### src/core/trip_ctrl_pkg.sv
// Shared constants, types and register map of the trip and restart controller
package trip_ctrl_pkg;

    // ----------------------------------------------------------------
    // Widths
    // ----------------------------------------------------------------
    localparam int FREQ_W = 16;
    localparam int ADDR_W = 8;
    localparam int DATA_W = 32;

    // ----------------------------------------------------------------
    // Register offsets (byte addresses)
    // ----------------------------------------------------------------
    localparam logic [7:0] CTRL_OFF = 8'h00;
    localparam logic [7:0] DEF_OFF = 8'h04;
    localparam logic [7:0] SETPT_OFF = 8'h08;
    localparam logic [7:0] STAT_OFF = 8'h0C;
    localparam logic [7:0] FREQ_OFF = 8'h10;

    // ----------------------------------------------------------------
    // Field positions
    // ----------------------------------------------------------------
    localparam int CLR_MODE_LSB = 0;
    localparam int RESTART_BIT = 2;
    localparam int MEMMODE_BIT = 3;
    localparam int ST_TRIP_BIT = 0;
    localparam int ST_RUN_BIT = 1;
    localparam int ST_EN_BIT = 2;
    localparam int ST_COAST_BIT = 3;

    // ----------------------------------------------------------------
    // Mode codes
    // ----------------------------------------------------------------
    localparam logic [1:0] CLR_RISE_STOP = 2'h0;
    localparam logic [1:0] CLR_FALL_STOP = 2'h1;
    localparam logic [1:0] CLR_RISE_KEEP = 2'h2;
    localparam logic RESTART_ZERO = 1'b0;
    localparam logic RESTART_MATCH = 1'b1;
    localparam logic MEM_CLEAR = 1'b0;
    localparam logic MEM_KEEP = 1'b1;

    // ----------------------------------------------------------------
    // Reset values and steps
    // ----------------------------------------------------------------
    localparam logic [1:0] CLR_MODE_RST = 2'h0;
    localparam logic RESTART_RST = 1'b0;
    localparam logic MEMMODE_RST = 1'b0;
    localparam logic [15:0] DEF_FREQ_RST = 16'h0000;
    localparam logic [15:0] UPDN_STEP = 16'h000A;
    localparam logic [15:0] RAMP_STEP = 16'h0001;
    localparam logic [15:0] FREQ_ZERO = 16'h0000;
    localparam logic [15:0] FREQ_MAX = 16'hFFFF;

    // ----------------------------------------------------------------
    // Timing
    // ----------------------------------------------------------------
    localparam int CLK_PERIOD_NS = 4;
    localparam int RAMP_TICK_NS = 1000;
    localparam int RAMP_TICK_CYC =
        (RAMP_TICK_NS + CLK_PERIOD_NS - 1) / CLK_PERIOD_NS;

    // ----------------------------------------------------------------
    // Pin indices of the synchronised inputs
    // ----------------------------------------------------------------
    localparam int PIN_RUN = 0;
    localparam int PIN_CLR = 1;
    localparam int PIN_KEY = 2;
    localparam int PIN_UP = 3;
    localparam int PIN_DOWN = 4;
    localparam int PIN_N = 5;

    // ----------------------------------------------------------------
    // Types
    // ----------------------------------------------------------------
    typedef enum logic [1:0] {
        ST_INIT, ST_STOP, ST_RUN, ST_TRIP
    } drive_state_e;

    typedef struct packed {
        logic mem_mode;
        logic [15:0] default_freq;
        logic [15:0] setpoint;
    } nv_s;

    typedef struct packed {
        logic enable;
        logic coast;
        logic [15:0] freq;
    } drive_s;

endpackage : trip_ctrl_pkg

### src/core/pin_edge_sync.sv
// Two-flop synchroniser with edge detection for one input pin
`timescale 1ns/1ps
`default_nettype none
module pin_edge_sync
    import trip_ctrl_pkg::*;
(
    input wire logic core_clk_in,  // System clock
    input wire logic rst_in,       // Synchronous reset, high
    input wire logic pin_in,       // Raw pin level
    output logic level_out,        // Synchronised level
    output logic rise_out,         // One-cycle off-to-on pulse
    output logic fall_out          // One-cycle on-to-off pulse
);

    logic meta_reg;  // First stage, read only by second
    logic sync_reg;  // Second stage
    logic last_reg;  // Previous synchronised level
    logic meta_next;
    logic sync_next;
    logic last_next;

    // Next values of the chain
    always_comb begin
        meta_next = pin_in;
        sync_next = meta_reg;
        last_next = sync_reg;
    end

    // Register the chain
    always_ff @(posedge core_clk_in) begin
        if (rst_in) begin
            meta_reg <= 1'b0;
            sync_reg <= 1'b0;
            last_reg <= 1'b0;
        end else begin
            meta_reg <= meta_next;
            sync_reg <= sync_next;
            last_reg <= last_next;
        end
    end

    assign level_out = sync_reg;
    assign rise_out = sync_reg & ~last_reg;
    assign fall_out = ~sync_reg & last_reg;

endmodule : pin_edge_sync
`default_nettype wire

### src/core/freq_ramp.sv
// Output frequency ramp with load for zero start or speed matching
`timescale 1ns/1ps
`default_nettype none
module freq_ramp
    import trip_ctrl_pkg::*;
(
    input wire logic core_clk_in,        // System clock
    input wire logic rst_in,             // Synchronous reset, high
    input wire logic load_in,            // Load start frequency
    input wire logic [15:0] load_val_in, // Value to load
    input wire logic [15:0] target_in,   // Ramp target
    output logic [15:0] freq_out         // Present output frequency
);

    logic [15:0] freq_reg;   // Ramp value
    logic [15:0] freq_next;
    logic [8:0] div_reg;     // Tick divider
    logic [8:0] div_next;
    logic tick;              // One-cycle ramp step enable

    assign tick = (div_reg == 9'(RAMP_TICK_CYC - 1));

    // Divider and ramp step
    always_comb begin
        div_next = tick ? 9'h000 : div_reg + 9'h001;
        freq_next = freq_reg;
        if (load_in) begin
            freq_next = load_val_in;
        end else if (tick && freq_reg < target_in) begin
            // Accelerate, never past target
            if (target_in - freq_reg < RAMP_STEP) begin
                freq_next = target_in;
            end else begin
                freq_next = freq_reg + RAMP_STEP;
            end
        end else if (tick && freq_reg > target_in) begin
            // Decelerate, never past target
            if (freq_reg - target_in < RAMP_STEP) begin
                freq_next = target_in;
            end else begin
                freq_next = freq_reg - RAMP_STEP;
            end
        end
    end

    // Register the ramp
    always_ff @(posedge core_clk_in) begin
        if (rst_in) begin
            freq_reg <= FREQ_ZERO;
            div_reg <= 9'h000;
        end else begin
            freq_reg <= freq_next;
            div_reg <= div_next;
        end
    end

    assign freq_out = freq_reg;

endmodule : freq_ramp
`default_nettype wire

### src/core/trip_reset_restart_control.sv
// Trip latch, trip clear, restart and setpoint memory of a motor drive
//
// Contract
// - Mode 00: clear on rise, stop running
// - Mode 01: clear on fall, stop running
// - Mode 02: clear on rise, run unaffected
// - Keypad key clears like the terminal
// - Trip switches motor output off at once
// - Trip while running lets motor coast
// - Restart mode 00 resumes from 0 Hz
// - Restart mode 01 matches coasting motor speed
// - Memory mode 00 uses default at power-up
//
// The implementer's own choices: the register addresses and strobed register access.
`timescale 1ns/1ps
`default_nettype none
module trip_reset_restart_control
    import trip_ctrl_pkg::*;
(
    input wire logic core_clk_in,          // 250 MHz clock
    input wire logic rst_in,               // Synchronous reset, high
    input wire logic [7:0] reg_addr_in,    // Register byte address
    input wire logic [31:0] reg_wdata_in,  // Write data
    input wire logic reg_wr_in,            // Write strobe
    input wire logic reg_rd_in,            // Read strobe
    output logic [31:0] reg_rdata_out,     // Read data, cycle after
    input wire logic run_cmd_in,           // Run command pin
    input wire logic trip_clear_input_in,  // Trip clear terminal pin
    input wire logic stop_reset_key_in,    // Keypad stop/reset key
    input wire logic speed_step_up_in,     // Speed step up pin
    input wire logic speed_step_down_in,   // Speed step down pin
    input wire logic trip_event_in,        // Protection trip, pulse
    input wire logic [15:0] motor_speed_in, // Measured motor speed
    input wire nv_s nv_in,                 // Stored values at power-up
    output nv_s nv_save_out,               // Values to store
    output drive_s drive_out               // Motor output stage control
);

    // ----------------------------------------------------------------
    // Pin synchronisers
    // ----------------------------------------------------------------
    logic [PIN_N-1:0] pins;   // Raw pins
    logic [PIN_N-1:0] lvl;    // Synchronised levels
    logic [PIN_N-1:0] rise;   // Rising edge pulses
    logic [PIN_N-1:0] fall;   // Falling edge pulses

    assign pins[PIN_RUN] = run_cmd_in;
    assign pins[PIN_CLR] = trip_clear_input_in;
    assign pins[PIN_KEY] = stop_reset_key_in;
    assign pins[PIN_UP] = speed_step_up_in;
    assign pins[PIN_DOWN] = speed_step_down_in;

    // One synchroniser per pin
    for (genvar g = 0; g < PIN_N; g++) begin : g_sync
        pin_edge_sync u_sync (
            .core_clk_in(core_clk_in),
            .rst_in(rst_in),
            .pin_in(pins[g]),
            .level_out(lvl[g]),
            .rise_out(rise[g]),
            .fall_out(fall[g])
        );
    end

    // ----------------------------------------------------------------
    // Configuration registers
    // ----------------------------------------------------------------
    logic [1:0] trip_clear_mode_reg;       // Trip clear mode
    logic [1:0] trip_clear_mode_next;
    logic restart_mode_select_reg;         // Restart mode
    logic restart_mode_select_next;
    logic frequency_memory_mode_reg;       // Setpoint memory mode
    logic frequency_memory_mode_next;
    logic [15:0] default_freq_reg;         // Default frequency setting
    logic [15:0] default_freq_next;
    logic [15:0] setpoint_reg;             // Stepped speed setpoint
    logic [15:0] setpoint_next;

    // ----------------------------------------------------------------
    // Drive state
    // ----------------------------------------------------------------
    drive_state_e state_reg;  // Drive sequence state
    drive_state_e state_next;
    logic trip_reg;           // Latched trip
    logic trip_next;
    logic en_reg;             // Output stage enabled
    logic en_next;
    logic resume_reg;         // Next start follows a trip clear
    logic resume_next;
    logic ramp_load;          // Load ramp start value
    logic [15:0] ramp_val;    // Ramp start value
    logic [15:0] ramp_target; // Ramp target
    logic [15:0] freq;        // Ramp output
    logic clear_evt;          // Trip clear edge in active mode
    logic clear_stops;        // Clear mode also stops the drive
    logic wr_ctrl;            // Write to control register
    logic [31:0] rdata_reg;   // Read data
    logic [31:0] rdata_next;

    // Edge picked by the clear mode, terminal or key alike
    always_comb begin
        if (trip_clear_mode_reg == CLR_FALL_STOP) begin
            clear_evt = fall[PIN_CLR] | (fall[PIN_KEY] & trip_reg);
        end else begin
            clear_evt = rise[PIN_CLR] | (rise[PIN_KEY] & trip_reg);
        end
        clear_stops = (trip_clear_mode_reg != CLR_RISE_KEEP);
    end

    // Ramp start value after a trip clear
    always_comb begin
        if ((resume_reg || state_reg == ST_TRIP)
            && restart_mode_select_reg == RESTART_MATCH) begin
            ramp_val = motor_speed_in;
        end else begin
            ramp_val = FREQ_ZERO;
        end
    end

    // ----------------------------------------------------------------
    // Drive sequence
    // ----------------------------------------------------------------
    always_comb begin
        state_next = state_reg;
        trip_next = trip_reg;
        en_next = en_reg;
        resume_next = resume_reg;
        ramp_load = 1'b0;
        if (state_reg != ST_INIT && trip_event_in) begin
            state_next = ST_TRIP;
            trip_next = 1'b1;
            en_next = 1'b0;
        end else begin
            case (state_reg)
                ST_INIT: begin
                    // Power-up load done, wait for run
                    state_next = ST_STOP;
                end
                ST_STOP: begin
                    // Output off once ramped to zero
                    if (freq == FREQ_ZERO) begin
                        en_next = 1'b0;
                    end
                    if (rise[PIN_RUN]) begin
                        state_next = ST_RUN;
                        en_next = 1'b1;
                        ramp_load = 1'b1;
                        resume_next = 1'b0;
                    end
                end
                ST_RUN: begin
                    if (!lvl[PIN_RUN] || rise[PIN_KEY]) begin
                        // Run released or keypad stop
                        state_next = ST_STOP;
                    end else if (clear_evt && clear_stops) begin
                        state_next = ST_STOP;
                    end
                end
                ST_TRIP: begin
                    en_next = 1'b0;
                    if (clear_evt) begin
                        trip_next = 1'b0;
                        resume_next = 1'b1;
                        if (!clear_stops && lvl[PIN_RUN]) begin
                            state_next = ST_RUN;
                            en_next = 1'b1;
                            ramp_load = 1'b1;
                            resume_next = 1'b0;
                        end else begin
                            state_next = ST_STOP;
                        end
                    end
                end
                default: begin
                    state_next = ST_INIT;
                end
            endcase
        end
    end

    // Register the sequence
    always_ff @(posedge core_clk_in) begin
        if (rst_in) begin
            state_reg <= ST_INIT;
            trip_reg <= 1'b0;
            en_reg <= 1'b0;
            resume_reg <= 1'b0;
        end else begin
            state_reg <= state_next;
            trip_reg <= trip_next;
            en_reg <= en_next;
            resume_reg <= resume_next;
        end
    end

    // ----------------------------------------------------------------
    // Frequency ramp
    // ----------------------------------------------------------------
    assign ramp_target = (state_reg == ST_RUN) ? setpoint_reg : FREQ_ZERO;

    freq_ramp u_ramp (
        .core_clk_in(core_clk_in),
        .rst_in(rst_in),
        .load_in(ramp_load),
        .load_val_in(ramp_val),
        .target_in(ramp_target),
        .freq_out(freq)
    );

    // ----------------------------------------------------------------
    // Configuration and setpoint
    // ----------------------------------------------------------------
    assign wr_ctrl = reg_wr_in && reg_addr_in == CTRL_OFF;

    always_comb begin
        trip_clear_mode_next = trip_clear_mode_reg;
        restart_mode_select_next = restart_mode_select_reg;
        frequency_memory_mode_next = frequency_memory_mode_reg;
        default_freq_next = default_freq_reg;
        setpoint_next = setpoint_reg;
        if (state_reg == ST_INIT) begin
            // Stored values captured after reset release
            frequency_memory_mode_next = nv_in.mem_mode;
            default_freq_next = nv_in.default_freq;
            if (nv_in.mem_mode == MEM_KEEP) begin
                setpoint_next = nv_in.setpoint;
            end else begin
                setpoint_next = nv_in.default_freq;
            end
        end else begin
            if (wr_ctrl) begin
                trip_clear_mode_next =
                    reg_wdata_in[CLR_MODE_LSB +: 2];
                restart_mode_select_next = reg_wdata_in[RESTART_BIT];
                frequency_memory_mode_next = reg_wdata_in[MEMMODE_BIT];
            end
            if (reg_wr_in && reg_addr_in == DEF_OFF) begin
                default_freq_next = reg_wdata_in[15:0];
            end
            if (reg_wr_in && reg_addr_in == SETPT_OFF) begin
                setpoint_next = reg_wdata_in[15:0];
            end else if (rise[PIN_UP] && !rise[PIN_DOWN]) begin
                // Step up, saturate at top
                if (FREQ_MAX - setpoint_reg < UPDN_STEP) begin
                    setpoint_next = FREQ_MAX;
                end else begin
                    setpoint_next = setpoint_reg + UPDN_STEP;
                end
            end else if (rise[PIN_DOWN] && !rise[PIN_UP]) begin
                // Step down, saturate at zero
                if (setpoint_reg < UPDN_STEP) begin
                    setpoint_next = FREQ_ZERO;
                end else begin
                    setpoint_next = setpoint_reg - UPDN_STEP;
                end
            end
        end
    end

    // Register configuration
    always_ff @(posedge core_clk_in) begin
        if (rst_in) begin
            trip_clear_mode_reg <= CLR_MODE_RST;
            restart_mode_select_reg <= RESTART_RST;
            frequency_memory_mode_reg <= MEMMODE_RST;
            default_freq_reg <= DEF_FREQ_RST;
            setpoint_reg <= FREQ_ZERO;
        end else begin
            trip_clear_mode_reg <= trip_clear_mode_next;
            restart_mode_select_reg <= restart_mode_select_next;
            frequency_memory_mode_reg <= frequency_memory_mode_next;
            default_freq_reg <= default_freq_next;
            setpoint_reg <= setpoint_next;
        end
    end

    // ----------------------------------------------------------------
    // Register read port
    // ----------------------------------------------------------------
    always_comb begin
        rdata_next = 32'h0000_0000;
        if (!reg_rd_in) begin
            rdata_next = 32'h0000_0000;
        end else if (reg_addr_in == CTRL_OFF) begin
            rdata_next[CLR_MODE_LSB +: 2] = trip_clear_mode_reg;
            rdata_next[RESTART_BIT] = restart_mode_select_reg;
            rdata_next[MEMMODE_BIT] = frequency_memory_mode_reg;
        end else if (reg_addr_in == DEF_OFF) begin
            rdata_next[15:0] = default_freq_reg;
        end else if (reg_addr_in == SETPT_OFF) begin
            rdata_next[15:0] = setpoint_reg;
        end else if (reg_addr_in == STAT_OFF) begin
            rdata_next[ST_TRIP_BIT] = trip_reg;
            rdata_next[ST_RUN_BIT] = (state_reg == ST_RUN);
            rdata_next[ST_EN_BIT] = en_reg;
            rdata_next[ST_COAST_BIT] = trip_reg;
        end else if (reg_addr_in == FREQ_OFF) begin
            rdata_next[15:0] = freq;
        end
    end

    // Register read data
    always_ff @(posedge core_clk_in) begin
        if (rst_in) begin
            rdata_reg <= 32'h0000_0000;
        end else begin
            rdata_reg <= rdata_next;
        end
    end

    assign reg_rdata_out = rdata_reg;

    // ----------------------------------------------------------------
    // Outputs
    // ----------------------------------------------------------------
    // trip cuts the enable in its own cycle
    assign drive_out.enable = en_reg & ~trip_event_in;
    assign drive_out.coast = trip_reg | trip_event_in;
    assign drive_out.freq = freq;
    assign nv_save_out.mem_mode = frequency_memory_mode_reg;
    assign nv_save_out.default_freq = default_freq_reg;
    assign nv_save_out.setpoint = setpoint_reg;

endmodule : trip_reset_restart_control
`default_nettype wire

### config.mk
export PLATFORM = sky130hd
export DESIGN_NAME = trip_reset_restart_control
export DESIGN_NICKNAME = d
export VERILOG_FILES = /design/src/core/trip_ctrl_pkg.sv /design/src/core/pin_edge_sync.sv /design/src/core/freq_ramp.sv /design/src/core/trip_reset_restart_control.sv
export SDC_FILE = /design/constraint.sdc
export NUM_CORES = 1
export LEC_CHECK = 0
export BUFFER_PORTS_ARGS = -buffer_cell sky130_fd_sc_hd__buf_2
export CAP_MARGIN = 20
export CORE_MARGIN = 8
export CORE_UTILIZATION = 60
export CTS_CLUSTER_DIAMETER = 60
export DETAILED_ROUTE_END_ITERATION = 16
export PLACE_DENSITY = 0.87
export SYNTH_ARGS = -nofsm -noshare
export SYNTH_HDL_FRONTEND = slang
export SYNTH_SLANG_ARGS = --single-unit
### constraint.sdc
create_clock -name core_clk_in -period 11.3 [get_ports core_clk_in]
set_input_delay 1.695 -clock core_clk_in [delete_from_list [all_inputs] [get_ports core_clk_in]]
set_output_delay 1.695 -clock core_clk_in [all_outputs]
set_load 0.01 [all_outputs]
# Word level (Yosys, flattened, before mapping)
# Cells that the tools add are included.
# classes
n_reduce_logical,37
order_cmp,6
n_eq_ne,16
bitwise,24
n_addsub,8
mux,47
# op_table
operator,count
$mux W16,19
$lt A16 B1 Y1 const B,2
$lt A16 B4 Y1 const B,2
$sub A16 B16 Y16,2
$add A16 B1 Y16 const B,1
$add A16 B4 Y16 const B,1
$eq A8 B4 Y1 const B,2
$gt A16 B16 Y1,1
$logic_not A16 Y1,1
$lt A16 B16 Y1,1
$sub A16 B1 Y16 const B,1
$sub A16 B16 Y16 const A,1
$sub A16 B4 Y16 const B,1
$mux W1,15
$mux W12,1
$mux W2,6
$reduce_bool A2 Y1,6
$logic_and A1 B1 Y1,11
$not A1 Y1,11
$and A1 B1 Y1,10
$add A9 B1 Y9 const B,1
$eq A9 B8 Y1 const B,1
$ne A3 B2 Y1 const B,3
$eq A8 B3 Y1 const B,1
21 further kinds,37
# totals
elab_cells,167
reg_bits,113
output_inout_bits,83

# Longest topological paths before layout
# logic_depth
ltp_word,10
depth_mapped,19
mapped_depth_nobuf,15

# By module
# Synthesis repeated with hierarchy kept, for this count alone.
# hier_totals
hier_cells,1172
area_unflattened_um2,8543.2
# by_module_without_submodules
module,area_each_um2,cells_per_inst,n_inst
trip_reset_restart_control,4204.0,576,1
freq_ramp,3882.5,556,1
pin_edge_sync,91.3,8,5

# Worst setup path before layout
# OpenSTA, ideal clock, no wires.
# synth_path
kind,register -> register
start,reg state_reg[1]
end,reg u_ramp.freq_reg[12] (netlist: u_ramp.freq_out[12])
arrival_ns,4.002
path_stages_with_launch,20
setup_ns,0.095
slack_ns,7.203
path_buffers,4
cell_sequence,dfxtp_1 buf_2 inv_1 nor2_1 clkbuf_1 nand2_1 inv_1 ha_1 buf_2 a21o_1 a21oi_2 a21oi_1 o31a_1 nor4_1 and4b_1 and2_1 buf_2 mux2i_1 o221ai_1 a221oi_1
# synth_between
elab_chain_len,8
word_cells_on_any_way,25
# synth_rtl
element,line,rtl
from (decl),trip_reset_restart_control.sv:82,drive_state_e state_reg;
from (signal assigned),trip_reset_restart_control.sv:189,state_reg <= state_next;
$eq A2 B2 Y1,trip_reset_restart_control.sv:199,assign ramp_target = (state_reg == ST_RUN) ? setpoint_reg : FREQ_ZERO;
$mux W16,trip_reset_restart_control.sv:199,
$sub A16 B16 Y16,freq_ramp.sv:38,if (freq_reg - target_in < RAMP_STEP) begin
$lt A16 B1 Y1,freq_ramp.sv:38,
$mux W16,freq_ramp.sv:38,
$mux W16,freq_ramp.sv:36,end else if (tick && freq_reg > target_in) begin
$mux W16,freq_ramp.sv:29,end else if (tick && freq_reg < target_in) begin
$mux W16,freq_ramp.sv:27,if (load_in) begin
to (signal assigned),freq_ramp.sv:52,freq_reg <= freq_next;
to (decl),freq_ramp.sv:15,logic [15:0] freq_reg;
# Several ways; a longest one is shown, not always the timed one. The select of a mux whose other input is x is not followed.
# A chain may end at the register's enable or synchronous reset.

# Final worst setup path
# layout_path
start,reg state_reg[1]
end,reg u_ramp.freq_reg[9] (netlist: u_ramp.freq_out[9])
# The elaborated chain is that of the path after synthesis.

==> flow_summary.toml <==
[cts]
cts_root_buf = "clkbuf_16"
clkSinkCount = 97
hold_buffers = 0
cts_resized = 0
postCtsSetupBuffers = 0
cts_tree = "built"
cts_max_path_buffers = 2
clkSlewWorstSetupHoldPaths_ps = 80
cts_made_buffers = 9
insertion_delay_ps = 360
htree_levels = 3

[synthesis]
async_flop_share = 0
synth_seq_area_share = 0.229
synth_area_um2 = 8480
synthCells = 1166
yosys-top-cells-area = "dfxtp_1, nand2_1, nor2_1, ha_1, a21oi_1"
synth_flop_cell = "dfxtp_1"
synth_top_area_frac = 0.229
synth_common_cells = "nand2_1, nor2_1, dfxtp_1"
yosys_warnings = 0
synth_top_area_cell = "dfxtp_1"
ys_ff_latch = 97
synth_edf_count = 0
yosysUniqueCellTypes = 88
syn_avg_cell_area_um2 = 7.28
synth.most_common_cell = "nand2_1"

[pwr]
peakVddDrop_uv = 108
p_per_area_nw_per_um2 = 116
power.leakage_uw = 0.00419
power_uw = 1100

[layout]
nets = 1391
postLayoutCellArea_um2 = 9480
syn_to_final_growth_pct = 11.7
final_cells = 1437
num_antenna_cells = 0
drive_gt1_frac = 0.163

[floorplan]
io-pin-count = 182
rows = 43
die_area_um2 = 18200
initial_core_util = 0.614
fp.dieH_um = 135
core-area_um2 = 13800
die_x_um = 135

[placement]
io_buffers = 149
placed_cells = 1417
placed_area_um2 = 9100
hpwlAfterDp_um = 23300
gp_congestion = 0.979

[timing]
fin_crit_ps = 5260
worst_slew_pin_slew_ps = 1070
slew_violations = 0
holdWs_ps = 443
hold_viol = 0
finClkSkew_ps = 10.9
slew_headroom = 0.288
timing.fmax_ghz = 0.190
post-route-period-util = 0.465
setup_viol = 0
setup_tns_ps = 0
rsz0062_at_grt = "no"

[grt]
grt_overflow = 0
grt_max_degree = 59
grt_util_all_layers = 0.325
grt_pass1_vias = 8879
grt_pass1_wl_um = 47800
antenna_found_initial = 0

[setup_path]
criticalPathCategory = "reg2reg"
endpoint_kind = "register"
startpoint_type = "register"
critPathMaxFanout = 17
crit_required_ps = 11560
crit_arrival_ps = 5520

[routing]
finalWirelength_um = 31300
drc = 0
antenna_left = 0
dr.pass1.iters = 9
drt_iter0_markers = 1425
routedWlPerCell_um = 21.8
vias_per_cell = 6.77
via_count = 9732

[outcome]
run_status = "finished, final reports clean"

[worst_hold_path]
worstHoldPathType = "reg2reg"

[run]
cap_violations = 0
## layer usage
metal,vias up,routed length (um),track usage
met5,-,0,0
met4,0,954,0.126
met3,82,3510,0.0758
met2,699,14400,0.514
met1,4541,12500,0.419
li1,4410,-,-
## cell families after synthesis
| group | share of synthesized area |
|---|---|
| flip-flops | 0.229 |
| XOR/XNOR | 0.0423 |
| other | 0.000442 |
| multiplexers | 0.0378 |
| adder cells (fa/ha/maj) | 0.0599 |
| AND/OR/NAND/NOR | 0.278 |
| buffers and inverters | 0.0734 |
| AO/OA/AOI/OAI | 0.279 |
## worst paths after layout
kind                        startpoint                         end  slack, ps  cells past startpoint
min          g_sync[0].u_sync.meta_reg  g_sync[0].u_sync.level_out        440                      1
min reg2reg  g_sync[0].u_sync.meta_reg  g_sync[0].u_sync.level_out        440                      1
max reg2reg               state_reg[1]          u_ramp.freq_out[9]       6040                     16
max                       state_reg[1]          u_ramp.freq_out[9]       6040                     16
## report_power, final
part,switching (uW),total [uW],leakage (uW),internal (uW)
clock,161,321,0.000152,159
sequential,41.4,401,0.000793,360
combinational,222,374,0.00324,153
total,425,1100,0.00419,672
## worst max-delay path, stage by stage (launching register included)
cell	delay, ps
dfxtp_1	600
inv_1	160
nor2_1	190
buf_4	270
nand2_1	140
inv_1	120
ha_1	420
a21oi_1	390
o21ai_1	190
a221oi_1	760
xnor2_1	270
a211oi_4	280
nand4b_4	360
and2_4	330
a221oi_2	240
o21ai_1	140
a311oi_1	280
## layout make-up
class | instances | area [um^2]
Clock buffer | 9 | 225
Clock inverter | 7 | 91.3
Fill cell | 1205 | 4350
Inverter | 41 | 154
Multi-Input combinational cell | 943 | 5980
Sequential cell | 97 | 1940
Tap cell | 180 | 225
Timing Repair Buffer | 160 | 858
## cells in the final DEF, fill, tap and decap left out, drive strengths merged, types with 11 or more instances in the layout
master  instances
a211oi         20
a21o           13
a21oi          82
a221oi         14
a222oi         12
a311oi         26
and2           11
buf           159
conb           16
dfxtp          97
ha             39
inv            42
mux2i          32
nand2         138
nand3          31
nand4          17
nor2          132
nor2b          31
nor3           38
nor4           11
o211ai         23
o21ai          62
or3            12
xnor2          32
## through the flow
step | utilization | worst slack [ps]
after floorplan | - | 7200
after global placement | 0.658 | 6110
after detailed placement | 0.658 | 6080
after CTS | 0.681 | 6290
after global routing | 0.686 | 5800
final | 0.686 | 6040
(Power assumes the default switching activity.)
